[src/flag_pkg.sv]
`default_nettype none
package flag_pkg;
    localparam logic [7:0] MASK_OFFSET       = 8'h05;
    localparam logic [7:0] STATUS_OFFSET     = 8'h06;
    localparam logic [7:0] MASK_RESET        = 8'hFF;
    localparam logic [7:0] STATUS_RESET      = 8'h00;
    localparam logic [7:0] UNMAPPED_READ     = 8'h00;
    localparam int         FLAG_COUNT        = 8;
    localparam int         INDICATOR_LED_BIT = 0;
    localparam int         TRANSFORMER_BIT   = 1;
    localparam int         BOOST_BIT         = 2;
    localparam int         TIMEOUT_BIT       = 3;
    localparam int         OVERTEMP_BIT      = 4;
    localparam int         TORCH_LED_BIT     = 5;
    localparam int         CHARGE_DONE_BIT   = 6;
    localparam int         SELFTEST_BIT      = 7;

    function automatic logic reg_hit(input logic [7:0] addr, input logic [7:0] offset);
        reg_hit = (addr == offset);
    endfunction
endpackage
`default_nettype wire

[src/event_if.sv]
`timescale 1ns/1ps
`default_nettype none
interface event_if #(parameter int WIDTH = 8);
    logic [WIDTH-1:0] evt_pulse;
    modport src (output evt_pulse);
    modport dst (input evt_pulse);
endinterface
`default_nettype wire

[src/fault_interrupt_status.sv]
// Functional notes
// - Eight flags readable at 06h; open-drain low interrupt
// - Status read returns flags, then clears them
// - Bit 0 sets on indicator LED fault
// - Bit 1 sets on transformer fault
// - Bit 2 sets on boost converter fault
// - Bit 3 sets on charge or strobe timeout
// - Bit 4 sets on over-temperature trigger
// - Bit 5 sets on torch LED fault
// - Bit 6 sets when charge is done
// - Bit 7 sets on strobe self-test fault
// - Mask at 05h gates flags onto the interrupt only; resets enabled
// - Read clears flags without any host write
`timescale 1ns/1ps
`default_nettype none
module fault_interrupt_status #(
    parameter int WIDTH = flag_pkg::FLAG_COUNT
) (
    // Clock and reset
    input  wire logic       SYS_CLK,
    input  wire logic       RESET,
    // Register port from the serial control bus
    input  wire logic [7:0] REG_ADDR,
    input  wire logic       REG_RD,
    input  wire logic       REG_WR,
    input  wire logic [7:0] REG_WDATA,
    output var  logic [7:0] REG_RDATA,
    // Fault and event levels from the detectors
    input  wire logic       INDICATOR_LED_FAULT,
    input  wire logic       TRANSFORMER_FAULT,
    input  wire logic       BOOST_FAULT,
    input  wire logic       TIMEOUT_FAULT,
    input  wire logic       OVERTEMP_FAULT,
    input  wire logic       TORCH_LED_FAULT,
    input  wire logic       CHARGE_DONE,
    input  wire logic       SELFTEST_FAULT,
    // Open-drain interrupt pin, active low
    output var  logic       INT_N_O,
    output var  logic       INT_N_OE
);
    typedef struct packed {
        logic [WIDTH-1:0] status;
        logic [WIDTH-1:0] mask;
        logic [7:0]       rdata;
        logic             int_oe;
        logic             int_o;
    } ctrl_s;

    ctrl_s            st_r;
    ctrl_s            st_nxt;
    logic [WIDTH-1:0] raw_evt;
    logic             status_rd;
    logic             mask_rd;
    logic             mask_wr;

    event_if #(.WIDTH(WIDTH)) evt ();

    always_comb begin
        raw_evt = '0;
        raw_evt[flag_pkg::INDICATOR_LED_BIT] = INDICATOR_LED_FAULT;
        raw_evt[flag_pkg::TRANSFORMER_BIT]   = TRANSFORMER_FAULT;
        raw_evt[flag_pkg::BOOST_BIT]         = BOOST_FAULT;
        raw_evt[flag_pkg::TIMEOUT_BIT]       = TIMEOUT_FAULT;
        raw_evt[flag_pkg::OVERTEMP_BIT]      = OVERTEMP_FAULT;
        raw_evt[flag_pkg::TORCH_LED_BIT]     = TORCH_LED_FAULT;
        raw_evt[flag_pkg::CHARGE_DONE_BIT]   = CHARGE_DONE;
        raw_evt[flag_pkg::SELFTEST_BIT]      = SELFTEST_FAULT;
    end

    event_sync #(.WIDTH(WIDTH)) u_sync (
        .clk     (SYS_CLK),
        .rst     (RESET),
        .raw_evt (raw_evt),
        .evt     (evt)
    );

    assign status_rd = REG_RD && flag_pkg::reg_hit(REG_ADDR, flag_pkg::STATUS_OFFSET);
    assign mask_rd   = REG_RD && flag_pkg::reg_hit(REG_ADDR, flag_pkg::MASK_OFFSET);
    assign mask_wr   = REG_WR && flag_pkg::reg_hit(REG_ADDR, flag_pkg::MASK_OFFSET);

    always_comb begin
        st_nxt = st_r;
        // Read data, held until the next read
        if (status_rd) begin
            st_nxt.rdata = 8'(st_r.status);
        end else if (mask_rd) begin
            st_nxt.rdata = 8'(st_r.mask);
        end else if (REG_RD) begin
            st_nxt.rdata = flag_pkg::UNMAPPED_READ;
        end
        // Read clears what was returned; a new event in that cycle wins
        if (status_rd) begin
            st_nxt.status = '0;
        end
        st_nxt.status = st_nxt.status | evt.evt_pulse;
        if (mask_wr) begin
            st_nxt.mask = REG_WDATA[WIDTH-1:0];
        end
        st_nxt.int_oe = |(st_nxt.status & st_nxt.mask);
        // Open drain: the pin value is always low, only the enable moves
        st_nxt.int_o  = 1'b0;
    end

    always_ff @(posedge SYS_CLK or posedge RESET) begin
        if (RESET) begin
            st_r.status <= flag_pkg::STATUS_RESET[WIDTH-1:0];
            st_r.mask   <= flag_pkg::MASK_RESET[WIDTH-1:0];
            st_r.rdata  <= 8'h00;
            st_r.int_oe <= 1'b0;
            st_r.int_o  <= 1'b0;
        end else begin
            st_r <= st_nxt;
        end
    end

    assign REG_RDATA = st_r.rdata;
    assign INT_N_OE  = st_r.int_oe;
    assign INT_N_O   = st_r.int_o;

    status_read_a: assert property (
        @(posedge SYS_CLK) disable iff (RESET)
        status_rd |=> REG_RDATA == 8'($past(st_r.status)))
        else $error("status read returned wrong flags");

    read_clears_a: assert property (
        @(posedge SYS_CLK) disable iff (RESET)
        status_rd |=> (st_r.status & ~$past(evt.evt_pulse)) == '0)
        else $error("flags not cleared after status read");

    set_wins_a: assert property (
        @(posedge SYS_CLK) disable iff (RESET)
        |evt.evt_pulse |=> ($past(evt.evt_pulse) & ~st_r.status) == '0)
        else $error("event lost in flag register");

    led_fault_a: assert property (
        @(posedge SYS_CLK) disable iff (RESET)
        (!INDICATOR_LED_FAULT) [*3] ##1 INDICATOR_LED_FAULT [*5]
        |=> st_r.status[flag_pkg::INDICATOR_LED_BIT])
        else $error("indicator LED fault flag not set");

    no_spurious_a: assert property (
        @(posedge SYS_CLK) disable iff (RESET)
        !status_rd && !(|evt.evt_pulse) |=> st_r.status == $past(st_r.status))
        else $error("flags changed without read or event");

    mask_write_a: assert property (
        @(posedge SYS_CLK) disable iff (RESET)
        mask_wr |=> st_r.mask == $past(REG_WDATA[WIDTH-1:0]))
        else $error("mask write not taken");

    int_level_a: assert property (
        @(posedge SYS_CLK) disable iff (RESET)
        INT_N_OE == |(st_r.status & st_r.mask))
        else $error("interrupt drive disagrees with flags and mask");

    int_low_a: assert property (
        @(posedge SYS_CLK) disable iff (RESET)
        INT_N_OE |-> INT_N_O == 1'b0)
        else $error("interrupt pin driven high");

    // Each flag: three agreed lows, then a held rise, must set it
    trafo_flag_a: assert property (
        @(posedge SYS_CLK) disable iff (RESET)
        (!TRANSFORMER_FAULT) [*3] ##1 TRANSFORMER_FAULT [*5]
        |=> st_r.status[flag_pkg::TRANSFORMER_BIT])
        else $error("transformer fault flag not set");

    boost_flag_a: assert property (
        @(posedge SYS_CLK) disable iff (RESET)
        (!BOOST_FAULT) [*3] ##1 BOOST_FAULT [*5]
        |=> st_r.status[flag_pkg::BOOST_BIT])
        else $error("boost fault flag not set");

    timeout_flag_a: assert property (
        @(posedge SYS_CLK) disable iff (RESET)
        (!TIMEOUT_FAULT) [*3] ##1 TIMEOUT_FAULT [*5]
        |=> st_r.status[flag_pkg::TIMEOUT_BIT])
        else $error("timeout fault flag not set");

    overtemp_flag_a: assert property (
        @(posedge SYS_CLK) disable iff (RESET)
        (!OVERTEMP_FAULT) [*3] ##1 OVERTEMP_FAULT [*5]
        |=> st_r.status[flag_pkg::OVERTEMP_BIT])
        else $error("over-temperature flag not set");

    torch_flag_a: assert property (
        @(posedge SYS_CLK) disable iff (RESET)
        (!TORCH_LED_FAULT) [*3] ##1 TORCH_LED_FAULT [*5]
        |=> st_r.status[flag_pkg::TORCH_LED_BIT])
        else $error("torch LED fault flag not set");

    charge_done_a: assert property (
        @(posedge SYS_CLK) disable iff (RESET)
        (!CHARGE_DONE) [*3] ##1 CHARGE_DONE [*5]
        |=> st_r.status[flag_pkg::CHARGE_DONE_BIT])
        else $error("charge done flag not set");

    selftest_flag_a: assert property (
        @(posedge SYS_CLK) disable iff (RESET)
        (!SELFTEST_FAULT) [*3] ##1 SELFTEST_FAULT [*5]
        |=> st_r.status[flag_pkg::SELFTEST_BIT])
        else $error("self-test fault flag not set");

    rdata_hold_a: assert property (
        @(posedge SYS_CLK) disable iff (RESET)
        !REG_RD |=> $stable(REG_RDATA))
        else $error("read data changed without a read");

    unmapped_read_a: assert property (
        @(posedge SYS_CLK) disable iff (RESET)
        REG_RD && !status_rd && !mask_rd |=> REG_RDATA == flag_pkg::UNMAPPED_READ)
        else $error("unmapped read returned nonzero data");

    mask_read_a: assert property (
        @(posedge SYS_CLK) disable iff (RESET)
        mask_rd |=> REG_RDATA == 8'($past(st_r.mask)))
        else $error("mask read returned wrong value");

    mask_hold_a: assert property (
        @(posedge SYS_CLK) disable iff (RESET)
        !mask_wr |=> $stable(st_r.mask))
        else $error("mask changed without a write");

    int_release_a: assert property (
        @(posedge SYS_CLK) disable iff (RESET)
        status_rd && !(|evt.evt_pulse) |=> !INT_N_OE)
        else $error("interrupt still driven after status read");
endmodule
`default_nettype wire

[src/event_sync.sv]
`timescale 1ns/1ps
`default_nettype none
module event_sync #(
    parameter int WIDTH = 8
) (
    // Clock and reset
    input  wire logic             clk,
    input  wire logic             rst,
    // Raw event levels from the detectors
    input  wire logic [WIDTH-1:0] raw_evt,
    // One-cycle pulse per new event
    event_if.src                  evt
);
    typedef struct packed {
        logic [WIDTH-1:0] s1;
        logic [WIDTH-1:0] s2;
        logic [WIDTH-1:0] s3;
        logic [WIDTH-1:0] stable;
        logic [WIDTH-1:0] pulse;
    } sync_s;

    sync_s st_r;
    sync_s st_nxt;

    always_comb begin
        st_nxt    = st_r;
        st_nxt.s1 = raw_evt;
        st_nxt.s2 = st_r.s1;
        st_nxt.s3 = st_r.s2;
        // Level counts only once two stages agree
        for (int i = 0; i < WIDTH; i++) begin
            if (st_r.s2[i] == st_r.s3[i]) begin
                st_nxt.stable[i] = st_r.s3[i];
            end
        end
        st_nxt.pulse = st_nxt.stable & ~st_r.stable;
    end

    always_ff @(posedge clk or posedge rst) begin
        if (rst) begin
            st_r <= '0;
        end else begin
            st_r <= st_nxt;
        end
    end

    assign evt.evt_pulse = st_r.pulse;
endmodule
`default_nettype wire

[config.mk]
export PLATFORM = sky130hd
export DESIGN_NAME = fault_interrupt_status
export DESIGN_NICKNAME = d
export VERILOG_FILES = /design/src/flag_pkg.sv /design/src/event_if.sv /design/src/fault_interrupt_status.sv /design/src/event_sync.sv
export SDC_FILE = /design/constraint.sdc
export NUM_CORES = 1
export LEC_CHECK = 0
export BUFFER_PORTS_ARGS = -buffer_cell sky130_fd_sc_hd__buf_2
export CAP_MARGIN = 40
export CORE_ASPECT_RATIO = 1.75
export CORE_MARGIN = 2
export CORE_UTILIZATION = 38
export CTS_CLUSTER_DIAMETER = 40
export CTS_CLUSTER_SIZE = 25
export DETAILED_ROUTE_END_ITERATION = 16
export PLACE_DENSITY = 0.69
export SLEW_MARGIN = 10
export SYNTH_ARGS = -nofsm -noshare
export SYNTH_HDL_FRONTEND = slang
export SYNTH_SLANG_ARGS = --single-unit
export TNS_END_PERCENT = 5
[constraint.sdc]
create_clock -name SYS_CLK -period 3.4 [get_ports SYS_CLK]
set_clock_uncertainty 0.1 [all_clocks]
set_input_delay 0 -clock SYS_CLK [delete_from_list [all_inputs] [get_ports SYS_CLK]]
set_output_delay 0 -clock SYS_CLK [all_outputs]
set_load 0.01 [all_outputs]
# Word level (Yosys, flattened, before mapping)
# Cells that the tools add are included.
dict set report totals {
  register_bits 65
  latch_bits 0
  ramBits 0
  mem_bits_ro 0
  out_inout_bits 10
  word_cells 41
  n_memories 0
}
dict set report classes {
  add_sub_neg 0
  multipliers 0
  div 0
  magnitude_cmp 0
  n_eq_ne 10
  shifts 0
  muxes 13
  bitwise 4
  n_reduce_logical 5
}
# op n
set op_table {}
lappend op_table {{$mux W8} 5}
lappend op_table {{$and A8 B8 Y8} 2}
lappend op_table {{$eq A8 B3 Y1 const B} 2}
lappend op_table {{$eq A1 B1 Y1} 8}
lappend op_table {{$mux W1} 8}
lappend op_table {{$not A8 Y8} 1}
lappend op_table {{$or A8 B8 Y8} 1}
lappend op_table {{$reduce_or A8 Y1} 1}
lappend op_table {{$logic_and A1 B1 Y1} 3}
lappend op_table {{$reduce_bool A3 Y1} 1}

# Longest topological paths before layout
dict set report logic_depth {
  depth_word 6
  depth_mapped 6
}

# Hierarchy
# From an unflattened synthesis, not the netlist that was laid out.
dict set report hier_totals {
  cells_unflattened 147
  hier_area_um2 2364.8
}
# module n_inst cells_each area_each_um2
set modules_own_cells {}
lappend modules_own_cells {event_sync 1 65 1234.9}
lappend modules_own_cells {fault_interrupt_status 1 82 1129.8}

# Worst setup path after synthesis
# Ideal clock, no wire load.
dict set report synth_timing {
  kind {input-to-reg}
  start {input REG_ADDR[5]}
  end {register st_r (netlist bit INT_N_OE)}
  t_arrival_ps 1718
  slack_ps 1449
  cell_stages 6
  n_path_buf 1
  path_cell_list {or4_4 -> or4_4 -> buf_6 -> mux2_4 -> a22oi_2 -> nand4_1}
}
# item line_no
set synth_rtl {}
lappend synth_rtl {{start, declared} fault_interrupt_status.sv:23} ;# input wire logic [7:0] REG_ADDR,
lappend synth_rtl {{end signal, assigned} fault_interrupt_status.sv:112} ;# st_r <= st_nxt;
lappend synth_rtl {{end, declared} fault_interrupt_status.sv:49} ;# ctrl_s st_r;

==> summary.md <==
| Metric | Value |
|---|---|
| Post-synthesis sequential area ratio | `0.7093` |
| CP Capture Point | `INT_N_OE` |
| Post CTS Setup Buffer Count | `0` |
| Yosys cell types | `22` |
| GR Util All Layers | `0.1258` |
| FF-to-FF path depth | `3` |
| Status | `complete, no violations` |
| Startpoint class of the critical path | `primary input` |
| N_diodes | `0` |
| Hold Crit Depth | `4` |
| Area grow syn2layout | `26.19%` |
| Post-Synthesis Cells | `156` |
| Slew @ Worst Pin | `0.7006 ns` |
| Ys Warns | `0` |
| Final setup vio count | `0` |
| Yosys top cell area share | `0.6182` |
| Syn Area/Cell | `14.79 um^2` |
| Layout fillers | `539` |
| Min-delay src | `REG_ADDR[1]` |
| R2R Setup Slk | `2.24 ns` |
| Cell Chain, Critical Path | `dlygate4sd3_1, buf_2, nand3b_1, or3_1, a21o_1, a22oi_2, nand4_1` |
| Max-slew headroom | `0.5317` |
| Final HPWL DP | `2514 um` |
| CP max FO | `9` |
| #FFs+latches synth | `65` |
| Post-synth ARST share | `1.000` |
| Maximum clock insertion buffer count | `2` |
| Commonest cells after routing, fill and taps aside | `dfrtp_1, buf_2, dlygate4sd3_1` |
| Unrepaired setup endpoints after global routing | `false` |
| Hold crit path type | `primary input to flop` |
| Starting Density | `0.3924` |
| Iter 0 DRT Violations | `49` |
| Fmax | `532.1 MHz` |
| Root Driver | `clkbuf_8` |
| Worst Path Required | `3.50 ns` |
| Critical path data arrival time | `1.97 ns` |
| Vias in the first global route | `1,341` |
| VDD IR max | `0.2822 mV` |
| Post-route ant nets | `0` |
| Endpoint class of the critical path | `flop` |
| Worst hold margin | `0.04436 ns` |
| Post-Route WL | `3682 um` |
| Tcrit/Tclk final | `0.5527` |
| Proportion of layout cells with a drive suffix above 1 | `0.3502` |
| # rows | `37` |
| Top-Level Pins | `38` |
| Netlist Area Pre-Place | `2307 um^2` |
| CP startpoint | `REG_RD` |
| Setup CP Type | `primary input to flop` |
| Worst r2r src | `st_r[15]` |
| Clk_lat worst skew | `0.33 ns` |
| Clock transition at path regs | `0.06 ns` |
| Port Buffer Count | `36` |
| Sinks on Clock Net | `65` |
| Crit path time final | `1.879 ns` |
| Worst path max stage delay | `0.53 ns` |
| Post-synth EDFFs | `0` |
| Die width | `62.90 um` |
| Global-route wire length before repair | `6272 um` |
| Initial antenna violation count | `0` |
| Via density | `4.380` |
| Die Height | `107.1 um` |
| Commonest non-fill, non-tap cell in the layout | `dfrtp_1` |
| Post-CTS Hold Fix Bufs | `18` |
| Synth area leaders | `dfrtp_1, dfstp_2, mux2_4` |
| Wire per inst | `12.48 um` |
| H-tree levels | `3` |
| Drt pass-1 iters | `4` |
| Critical-path top delay cell | `or3_1` |
| Final TNS setup | `0 ns` |
| Vias | `1,292` |
| CTS Buf Count | `9` |
| Most used DFF post-synth | `dfrtp_1` |
| Residual DRC | `0` |
| Leak | `1.312 nW` |
| Die footprint | `6735 um^2` |
| Fin. max-slew vios | `0` |
| Core area | `5879 um^2` |
| Nets | `241` |
| Largest net degree at the start of global routing | `41` |
| Mapped Nets | `184` |
| Leading area contributor after synthesis | `dfrtp_1` |
| CTS tree | `built` |
| Fin. Hold Viols | `0` |
| Pwr per Cell Area | `538.8 nW/um^2` |
| Max_cap viols | `0` |
| RR Endpoint | `INT_N_OE` |
| Total grt overflow | `0` |
| Final GP Congestion | `0.7577` |
| Resized cells post-CTS | `0` |
state kept, by name, indices dropped and copies added, names as in the netlist:
name                  flops
INT_N_OE                  1
REG_RDATA                 8
st_r                     16
u_sync.evt.evt_pulse      8
u_sync.st_nxt            16
u_sync.st_r              16
final cells by class:
class / count / area [um^2] / area share
inverter: 10 / 37.54 / 0.01289
clock buffer: 13 / 158.9 / 0.05458
sequential: 65 / 1637 / 0.5621
multi-input combinational: 70 / 550.5 / 0.1891
tap: 78 / 97.59 / 0.03352
clock inverter: 2 / 37.54 / 0.01289
timing repair buffer: 57 / 392.9 / 0.1349
metrics by stage:
stage               cell area [um^2]  instances  power (mW)  utilization  worst slack [ns]
global route                    2912        295       1.636       0.4952             1.459
detailed placement              2535        262      0.9302       0.4312             1.254
floorplan                       2307        156      0.8912            -             1.449
finish                          2912        295       1.569       0.4952             1.521
global placement                2510        260      0.9224       0.4269             1.295
CTS                             2912        295       1.591       0.4952             1.541
Yosys cell counts (all sizes together), types with 2 or more instances:
library cell  count
buf              10
nand2             8
a22oi            12
nand3b            2
or4               2
inv              10
dfstp             8
a21o              8
o21ai             8
dfrtp            57
nor2              8
maj3              8
mux2              8
power breakdown:
group          total, mW  leakage [nW]  switching [mW]  internal [mW]
Sequential         0.836         0.758          0.0193          0.816
Combinational     0.0940         0.458          0.0415         0.0524
Clock              0.639        0.0957           0.264          0.375
Total               1.57          1.31           0.325           1.24
metal layers:
metal  part of all wire  track usage  vias to the layer above
li1                   -            -                      640
met1               0.45       0.1497                      609
met2               0.48       0.1915                       36
met3              0.043      0.02938                        7
met4              0.031       0.1048                        0
met5                  0            0                        -
worst min path at each step:
stage,to,slack (ns)
after detailed placement,st_r[13],-0.03
after global placement,u_sync.st_nxt[31],0.008
final,REG_RDATA[4],0.04
after CTS,REG_RDATA[2],0.03
after floorplan,u_sync.st_nxt[24],-0.07
after global routing,REG_RDATA[4],0.07
critical path: cells and delay by family:
family / cells / cell delay (ns)
compound gates: 2 / 0.47
buf+inv: 2 / 0.71
simple gates: 3 / 0.79
cell families (layout without fill, tap and decap cells):
kind of cell / after synthesis / after routing / synth area share
buffers and inverters: 21 / 82 / 0.05206
muxes: 8 / 8 / 0.05206
DFF: 65 / 65 / 0.7093
and+or+nand+nor: 25 / 25 / 0.05911
AOI/OAI and AO/OA: 28 / 28 / 0.09111
adders and majority gates: 8 / 8 / 0.03471
other: 1 / 1 / 0.001625
Power figures use the tool's default switching activity.
